[config.mk]
export PLATFORM = sky130hd
export DESIGN_NAME = node_irq_error_counting
export DESIGN_NICKNAME = d
export VERILOG_FILES = /design/src/node_irq_pkg.sv /design/src/node_irq_error_counting.sv
export SDC_FILE = /design/constraint.sdc
export NUM_CORES = 1
export LEC_CHECK = 0
export BUFFER_PORTS_ARGS = -buffer_cell sky130_fd_sc_hd__buf_2
export CORE_UTILIZATION = 65
export CTS_BUF_LIST = sky130_fd_sc_hd__clkbuf_8
export CTS_CLUSTER_DIAMETER = 50
export DETAILED_ROUTE_END_ITERATION = 8
export PLACE_DENSITY = 0.86
export RECOVER_POWER = 25
export SLEW_MARGIN = 20
export SYNTH_ARGS = -nofsm -noshare
export SYNTH_HDL_FRONTEND = slang
export SYNTH_SLANG_ARGS = --single-unit
[constraint.sdc]
create_clock -name i_clk -period 2.8 [get_ports i_clk]
set_input_delay 0.28 -clock i_clk [delete_from_list [all_inputs] [get_ports i_clk]]
set_output_delay 0.28 -clock i_clk [all_outputs]
set_load 0.02 [all_outputs]
[src/node_irq_pkg.sv]
package node_irq_pkg;

  // ----------------------------------------------------------------------
  // Register indices on the node register port (choices, see note)
  // ----------------------------------------------------------------------
  localparam logic [7:0] ADDR_PIN_PEND    = 8'h00;
  localparam logic [7:0] ADDR_MASTER_PEND = 8'h01;
  localparam logic [7:0] ADDR_LINK_MASK   = 8'h02;
  localparam logic [7:0] ADDR_PIN_MASK    = 8'h03;
  localparam logic [7:0] ADDR_MASTER_MASK = 8'h04;
  localparam logic [7:0] ADDR_ERR_CTRL    = 8'h05;
  localparam logic [7:0] ADDR_ERR_TALLY   = 8'h06;
  localparam logic [7:0] ADDR_TEST_CTRL   = 8'h07;
  localparam logic [7:0] ADDR_PRBS_B0     = 8'h08;
  localparam logic [7:0] ADDR_PRBS_B1     = 8'h09;
  localparam logic [7:0] ADDR_PRBS_B2     = 8'h0a;
  localparam logic [7:0] ADDR_PRBS_B3     = 8'h0b;

  // ----------------------------------------------------------------------
  // Field positions
  // ----------------------------------------------------------------------
  localparam int PIN0_BIT        = 0;
  localparam int PIN1_BIT        = 1;
  localparam int NEW_NODE_BIT    = 0;
  localparam int I2C_FAULT_BIT   = 1;
  localparam int IRQ_CRC_BIT     = 2;
  localparam int SLAVE_SIG_BIT   = 3;
  localparam int LEVEL_LSB       = 5;
  localparam int CNT_IRQ_CRC_BIT = 4;
  localparam int CNT_PARITY_BIT  = 3;
  localparam int CNT_CRC_BIT     = 2;
  localparam int CNT_DECODE_BIT  = 1;
  localparam int CNT_HEADER_BIT  = 0;
  localparam int PRBS_UP_BIT     = 0;
  localparam int PRBS_DN_BIT     = 1;
  localparam int HOP_BIT         = 2;
  localparam int FIFO_LSB        = 4;

  // Master pending and mask registers use only bits 3:0
  localparam logic [7:0] MASTER_BITS = 8'h0f;
  localparam logic [7:0] TEST_BITS   = 8'h37;
  localparam logic [7:0] RESET_VAL   = 8'h00;

endpackage : node_irq_pkg

[src/node_irq_error_counting.sv]
`timescale 1ns/100ps
module node_irq_error_counting #(
  parameter int TALLY_W = 8,
  parameter int PRBS_W  = 32
) (
  // Clock and reset
  input  wire logic       i_clk,
  input  wire logic       i_reset,
  // Node role strap: high in a master node
  input  wire logic       i_is_master,
  // Register port
  input  wire logic       i_reg_wr,
  input  wire logic       i_reg_rd,
  input  wire logic [7:0] i_reg_addr,
  input  wire logic [7:0] i_reg_wdata,
  output logic      [7:0] o_reg_rdata,
  // Event strobes, one cycle each
  input  wire logic       i_pin0_event,
  input  wire logic       i_pin1_event,
  input  wire logic       i_slave_signal,
  input  wire logic       i_irq_frame_crc,
  input  wire logic       i_i2c_fault,
  input  wire logic       i_new_node,
  input  wire logic       i_parity_err,
  input  wire logic       i_frame_crc_err,
  input  wire logic       i_decode_err,
  input  wire logic       i_header_err,
  input  wire logic       i_prbs_mismatch,
  // Link-error pending bits kept elsewhere
  input  wire logic [7:0] i_link_err_pending,
  // Outputs
  output logic            o_irq,
  output logic            o_tally_overflow,
  output logic            o_prbs_down,
  output logic            o_prbs_up,
  output logic            o_hop_check,
  output logic      [1:0] o_fifo_extra
);

  // ----------------------------------------------------------------------
  // Address decode
  // ----------------------------------------------------------------------
  wire logic wr_pin_pend  = i_reg_wr &&
                            i_reg_addr == node_irq_pkg::ADDR_PIN_PEND;
  wire logic wr_mst_pend  = i_reg_wr &&
                            i_reg_addr == node_irq_pkg::ADDR_MASTER_PEND;
  wire logic wr_link_mask = i_reg_wr &&
                            i_reg_addr == node_irq_pkg::ADDR_LINK_MASK;
  wire logic wr_pin_mask  = i_reg_wr &&
                            i_reg_addr == node_irq_pkg::ADDR_PIN_MASK;
  wire logic wr_mst_mask  = i_reg_wr &&
                            i_reg_addr == node_irq_pkg::ADDR_MASTER_MASK;
  wire logic wr_err_ctrl  = i_reg_wr &&
                            i_reg_addr == node_irq_pkg::ADDR_ERR_CTRL;
  wire logic wr_tally     = i_reg_wr &&
                            i_reg_addr == node_irq_pkg::ADDR_ERR_TALLY;
  wire logic wr_test      = i_reg_wr &&
                            i_reg_addr == node_irq_pkg::ADDR_TEST_CTRL;

  logic [7:0] pin_pend_q, mst_pend_q, link_mask_q, pin_mask_q;
  logic [7:0] mst_mask_q, err_ctrl_q, test_q;
  logic [7:0] pin_pend_d, mst_pend_d;
  logic [TALLY_W-1:0] tally_q, tally_d;
  logic [PRBS_W-1:0]  prbs_q;
  logic               ovf_q;

  // ----------------------------------------------------------------------
  // Pending sets; a set in the clear cycle wins
  // ----------------------------------------------------------------------
  logic [7:0] pin_set, mst_set, pin_clr, mst_clr;
  always_comb begin
    pin_set = 8'h00;
    pin_set[node_irq_pkg::PIN1_BIT] = i_pin1_event;
    pin_set[node_irq_pkg::PIN0_BIT] = i_pin0_event && !i_is_master;
    mst_set = 8'h00;
    mst_set[node_irq_pkg::SLAVE_SIG_BIT] = i_slave_signal;
    mst_set[node_irq_pkg::IRQ_CRC_BIT]   = i_irq_frame_crc;
    mst_set[node_irq_pkg::I2C_FAULT_BIT] = i_i2c_fault;
    mst_set[node_irq_pkg::NEW_NODE_BIT]  = i_new_node;
    mst_set = i_is_master ? mst_set : 8'h00;
    pin_clr = wr_pin_pend ? i_reg_wdata : 8'h00;
    mst_clr = wr_mst_pend ? i_reg_wdata : 8'h00;
    pin_pend_d = (pin_pend_q & ~pin_clr) | pin_set;
    mst_pend_d = ((mst_pend_q & ~mst_clr) | mst_set) &
                 node_irq_pkg::MASTER_BITS;
  end

  // Read view forces master-only and slave-only bits to zero
  wire logic [7:0] pin_pend_view = i_is_master ?
    (pin_pend_q & ~(8'h01 << node_irq_pkg::PIN0_BIT)) : pin_pend_q;
  wire logic [7:0] mst_pend_view = i_is_master ? mst_pend_q : 8'h00;

  // ----------------------------------------------------------------------
  // Bit error tally
  // ----------------------------------------------------------------------
  wire logic count_hit =
    (err_ctrl_q[node_irq_pkg::CNT_IRQ_CRC_BIT] && i_irq_frame_crc) ||
    (err_ctrl_q[node_irq_pkg::CNT_PARITY_BIT]  && i_parity_err)    ||
    (err_ctrl_q[node_irq_pkg::CNT_CRC_BIT]     && i_frame_crc_err) ||
    (err_ctrl_q[node_irq_pkg::CNT_DECODE_BIT]  && i_decode_err)    ||
    (err_ctrl_q[node_irq_pkg::CNT_HEADER_BIT]  && i_header_err);

  wire logic [2:0] level = err_ctrl_q[node_irq_pkg::LEVEL_LSB +: 3];
  // Overflow point is 2^(level+1); 9 bits so that 256 is representable
  wire logic [8:0] limit = 9'h002 << level;
  wire logic [8:0] tally_next = {1'b0, tally_q} + 9'h001;

  always_comb begin
    tally_d = tally_q;
    if (wr_tally) begin
      tally_d = '0;
    end else if (count_hit && tally_q != '1) begin
      tally_d = tally_next[TALLY_W-1:0];
    end
  end

  // Overflow flag raised when the count reaches the selected point
  wire logic ovf_set = count_hit && !wr_tally &&
                       (tally_next == limit);

  // ----------------------------------------------------------------------
  // Registers
  // ----------------------------------------------------------------------
  always_ff @(posedge i_clk) begin
    if (i_reset) begin
      pin_pend_q  <= node_irq_pkg::RESET_VAL;
      mst_pend_q  <= node_irq_pkg::RESET_VAL;
      link_mask_q <= node_irq_pkg::RESET_VAL;
      pin_mask_q  <= node_irq_pkg::RESET_VAL;
      mst_mask_q  <= node_irq_pkg::RESET_VAL;
      err_ctrl_q  <= node_irq_pkg::RESET_VAL;
      test_q      <= node_irq_pkg::RESET_VAL;
      tally_q     <= '0;
      ovf_q       <= 1'b0;
    end else begin
      pin_pend_q  <= pin_pend_d;
      mst_pend_q  <= mst_pend_d;
      if (wr_link_mask) link_mask_q <= i_reg_wdata;
      if (wr_pin_mask)  pin_mask_q  <= i_reg_wdata;
      if (wr_mst_mask)  mst_mask_q  <= i_reg_wdata &
                                       node_irq_pkg::MASTER_BITS;
      if (wr_err_ctrl)  err_ctrl_q  <= i_reg_wdata;
      if (wr_test)      test_q      <= i_reg_wdata &
                                       node_irq_pkg::TEST_BITS;
      tally_q <= tally_d;
      // Tally write clears it and wins over a set in the same cycle
      ovf_q   <= ovf_set || (ovf_q && !wr_tally);
    end
  end

  // ----------------------------------------------------------------------
  // PRBS mismatch tally, counts only while a direction is enabled
  // ----------------------------------------------------------------------
  wire logic prbs_on = test_q[node_irq_pkg::PRBS_DN_BIT] ||
                       test_q[node_irq_pkg::PRBS_UP_BIT];
  always_ff @(posedge i_clk) begin
    if (i_reset) begin
      prbs_q <= '0;
    end else if (prbs_on && i_prbs_mismatch && prbs_q != '1) begin
      prbs_q <= prbs_q + 1'b1;
    end
  end

  // ----------------------------------------------------------------------
  // Test controls toward the link logic
  // ----------------------------------------------------------------------
  always_ff @(posedge i_clk) begin
    if (i_reset) begin
      o_prbs_down  <= 1'b0;
      o_prbs_up    <= 1'b0;
      o_hop_check  <= 1'b0;
      o_fifo_extra <= 2'b00;
    end else begin
      o_prbs_down  <= test_q[node_irq_pkg::PRBS_DN_BIT];
      o_prbs_up    <= test_q[node_irq_pkg::PRBS_UP_BIT];
      o_hop_check  <= test_q[node_irq_pkg::HOP_BIT] && prbs_on;
      // Codes 2 and 3 both add two entries
      o_fifo_extra <= (test_q[node_irq_pkg::FIFO_LSB +: 2] == 2'b11) ?
                      2'b10 : test_q[node_irq_pkg::FIFO_LSB +: 2];
    end
  end

  // ----------------------------------------------------------------------
  // Interrupt request and overflow
  // ----------------------------------------------------------------------
  // Overflow surfaces as link-error bit 5 alongside the outside bits
  wire logic [7:0] link_pend = i_link_err_pending |
                               {2'b00, ovf_q, 5'b00000};
  assign o_irq = |(link_pend & link_mask_q) |
                 |(pin_pend_view & pin_mask_q) |
                 |(mst_pend_view & mst_mask_q);
  assign o_tally_overflow = ovf_q;

  // ----------------------------------------------------------------------
  // Read data, registered
  // ----------------------------------------------------------------------
  logic [7:0] rd_mux;
  always_comb begin
    if (i_reg_addr == node_irq_pkg::ADDR_PIN_PEND) begin
      rd_mux = pin_pend_view;
    end else if (i_reg_addr == node_irq_pkg::ADDR_MASTER_PEND) begin
      rd_mux = mst_pend_view;
    end else if (i_reg_addr == node_irq_pkg::ADDR_LINK_MASK) begin
      rd_mux = link_mask_q;
    end else if (i_reg_addr == node_irq_pkg::ADDR_PIN_MASK) begin
      rd_mux = pin_mask_q;
    end else if (i_reg_addr == node_irq_pkg::ADDR_MASTER_MASK) begin
      rd_mux = mst_mask_q;
    end else if (i_reg_addr == node_irq_pkg::ADDR_ERR_CTRL) begin
      rd_mux = err_ctrl_q;
    end else if (i_reg_addr == node_irq_pkg::ADDR_ERR_TALLY) begin
      rd_mux = tally_q[7:0];
    end else if (i_reg_addr == node_irq_pkg::ADDR_TEST_CTRL) begin
      rd_mux = test_q;
    end else if (i_reg_addr == node_irq_pkg::ADDR_PRBS_B0) begin
      rd_mux = prbs_q[7:0];
    end else if (i_reg_addr == node_irq_pkg::ADDR_PRBS_B1) begin
      rd_mux = prbs_q[15:8];
    end else if (i_reg_addr == node_irq_pkg::ADDR_PRBS_B2) begin
      rd_mux = prbs_q[23:16];
    end else if (i_reg_addr == node_irq_pkg::ADDR_PRBS_B3) begin
      rd_mux = prbs_q[31:24];
    end else begin
      rd_mux = 8'h00;
    end
  end

  always_ff @(posedge i_clk) begin
    if (i_reset) begin
      o_reg_rdata <= 8'h00;
    end else if (i_reg_rd) begin
      o_reg_rdata <= rd_mux;
    end
  end

endmodule : node_irq_error_counting

==> out/metrics.yaml <==
outcome: "finished, violations left"
violations: "max-capacitance violations, max-slew violations"
portBuffers: 54
post_cts_buffers: 0
min_from: "i_pin1_event"
initial_core_util_pct: 67.4
gp_congestion: 1.02
finalSetupTns_ns: 0
n_fill_cell: 621
finalWirelength_um: 14500
skew_ns: 0.0140
grt_max_degree: 50
rows: 32
cellPowerDensity_mw_per_mm2: 431
yosysTopAreaCell: "dfxtp_1"
irDropWorstVdd_mv: 0.336
fin_hold_ws_ns: 0.119
post_dp_cell_area_mm2: 0.00550
rr_startpoint: "prbs_q[24]"
path_class: "flip-flop to flip-flop"
clockRootBuffer: "clkbuf_8"
synth.net_count: 680
grt_usage_pct: 35.1
pin_count: 55
maxCapViolations: 1
vias: 5124
die_h_um: 91.5
drc_errors: 0
synth_enable_flop_cells: 0
min_period_ns: 2.26
endpoint_kind: "flip-flop"
core_area_mm2: 0.00773
stdcell_area_mm2: 0.00562
die-area_mm2: 0.00837
clk_pin_slew_worst_paths_ns: 0.09
synth_top_cell_area_share_pct: 38.1
ctsHoldBuffers: 0
hold_end: "pin_pend_q[1]"
synth.distinct_cells: 62
slowest_delay_ns: 0.61
cts_resized: 0
final_hold_viol_count: 0
dr.pass1.iters: 6
grt_pass1_vias: 4549
clock_latency_ns: 0.37
cts_tree: "yes"
relSlewSlack_pct: -12.2
p_leak_uw: 0.00199
overflow: 0
arrival_ns: 2.49
worst_pin_slew_ns: 1.68
synth-seq-area-share_pct: 38.1
async_flop_share_pct: 0
maxSlewViolCount: 42
rrSetupSlack_ns: 0.54
diodes: 0
reg2reg_to: "prbs_q[22]"
hold_path.class: "input pin to flip-flop"
finalPower_uw: 2420
wl_per_cell_um: 18.7
finalCritPeriodShare_pct: 80.6
min_path_cells: 3
yosys_warnings: 0
worstSetupStartpointType: "flip-flop"
ant_nets: 0
via_per_inst: 6.58
cts_buffers: 9
post_synth.cell_area_avg_um2: 8.16
htree_levels: 3
synthTopCellsByArea: "dfxtp_1 38%, nor2_1 6.6%, a21oi_1 5.1%, mux2i_1 4.6%, nand2_1 4.0%"
antenna_found_initial: 0
slowest_stage: "a311o_1"
cts_num_sinks: 99
drt_iter0_drc: 612
dp_hpwl_um: 10500
ctsLongestPathBuffers: 2
r2r_cells: 6
syn_to_final_growth_pct: 7.98
cp_cell_sequence: "nand3_1 > nor4_1 > a311o_1 > or3_1 > xnor2_1 > nor2_1"
setup_violations: 0
rsz0062_at_grt: "no"
syn_area_mm2: 0.00520
grt_pass1_wl_um: 22900
drive_gt1_share_pct: 10.6
nets: 715
ys.flop_type: "dfxtp_1"
die_w_um: 91.5
critPathRequiredTime_ns: 3.04
netlist_instances: 638
fmax_mhz: 443
crit_fanout: 15
synth-seq-cells: 99
## how the worst max path moves through the flow
stage / startpoint / to / slack [ns] / cells past startpoint
finish: prbs_q[24] / prbs_q[22] / 0.54 / 6
global route: prbs_q[24] / prbs_q[22] / 0.37 / 6
CTS: prbs_q[24] / prbs_q[22] / 0.61 / 6
detailed placement: i_reg_addr[5] / pin_mask_q[1] / 0.60 / 7
global placement: i_reg_addr[5] / pin_mask_q[6] / 0.69 / 6
floorplan: i_reg_addr[5] / pin_mask_q[5] / 0.89 / 7
## area by class of cell
cell class / count / area (um^2) / share of cell area [%]
multi-input cells: 487 / 3000 / 53.3
flip-flops and latches: 99 / 1980 / 35.3
repair buffers: 61 / 292 / 5.19
well taps: 102 / 128 / 2.27
clock buffers: 9 / 124 / 2.20
inverters: 15 / 56.3 / 1.00
clock inverters: 6 / 42.5 / 0.757
## Yosys cell counts, types with 3 or more instances
library cell / n
nor3_2: 3
nand4_1: 15
and2_1: 4
nand2_1: 56
o21ai_0: 30
buf_1: 3
nand3_1: 29
xor2_1: 22
nor3b_1: 5
and3_1: 10
o31ai_1: 4
inv_1: 15
nor3_1: 13
and4_1: 5
a2bb2oi_1: 3
a32oi_1: 3
nor2_1: 91
nor2b_1: 11
a21oi_1: 53
nor4_1: 4
buf_2: 8
a21o_1: 3
a22oi_1: 11
o22ai_1: 4
dfxtp_1: 99
a31oi_1: 6
nor4b_1: 3
a211oi_1: 8
xnor2_1: 10
mux2i_1: 24
nand2b_1: 8
clkbuf_1: 23
or3_1: 10
mux4_2: 8
## cell usage in the layout, fill, tap and decap left out, drive strengths merged, types with 3 or more instances in the layout
cell type / count
or3: 10
dfxtp: 99
nand3: 30
xnor2: 10
nor3: 17
and3: 10
nand4: 16
a21o: 3
a21oi: 53
nor4: 4
o31ai: 4
nand2: 56
nor2b: 11
inv: 18
a2bb2oi: 3
mux2i: 24
xor2: 22
nor4b: 3
a31oi: 6
a32oi: 3
a22oi: 11
o22ai: 4
and2: 4
a211oi: 8
nor2: 91
nor3b: 5
buf: 42
clkbuf: 28
and4: 5
mux4: 8
o21ai: 31
nand2b: 8
## state kept, by name (all words and copies together) (netlist names)
| name | count |
|---|---|
| test_q | 5 |
| link_mask_q | 8 |
| pin_pend_q | 8 |
| tally_q | 8 |
| o_prbs_up | 1 |
| o_prbs_down | 1 |
| o_fifo_extra | 2 |
| mst_mask_q | 4 |
| o_hop_check | 1 |
| mst_pend_q | 4 |
| pin_mask_q | 8 |
| o_tally_overflow | 1 |
| err_ctrl_q | 8 |
| prbs_q | 32 |
| o_reg_rdata | 8 |
## layer usage
layer | vias up | part of all wire [%] | global-route usage [%]
met5 | - | 0 | 0
met4 | 0 | 2.4 | 12.8
met3 | 47 | 12 | 10.1
met2 | 326 | 43 | 50.5
met1 | 2395 | 42 | 49.7
li1 | 2356 | - | -
## kinds of logic (layout without fill, tap and decap cells)
| kind of cell | count (synthesis) | in the layout | share of synthesized area, % |
|---|---|---|---|
| xor+xnor | 32 | 32 | 5.38 |
| fa+ha+maj | 2 | 2 | 0.481 |
| buf+inv | 52 | 91 | 4.13 |
| mux | 33 | 33 | 8.29 |
| compound gates | 146 | 146 | 17.4 |
| simple gates | 274 | 274 | 26.2 |
| flops | 99 | 99 | 38.1 |
## stage by stage
| stage | std cells | setup WS, ns | util, % |
|---|---|---|---|
| after CTS | 779 | 0.614 | 73.3 |
| after floorplan | 638 | 0.895 | - |
| after global routing | 779 | 0.371 | 72.7 |
| after global placement | 764 | 0.686 | 71.1 |
| final | 779 | 0.544 | 72.7 |
| after detailed placement | 764 | 0.598 | 71.1 |
## critical path, delay by kind of cell (launching register included)
family | cells | cell delay, ns
AO/OA/AOI/OAI | 1 | 0.61
XOR/XNOR | 1 | 0.11
flip-flops | 1 | 0.44
AND/OR/NAND/NOR | 4 | 0.98
## report_power, final
group / internal [uW] / switching (uW)
logic: 53.2 / 117
registers: 1420 / 8.20
clock network: 322 / 507
(Power assumes the default switching activity.)
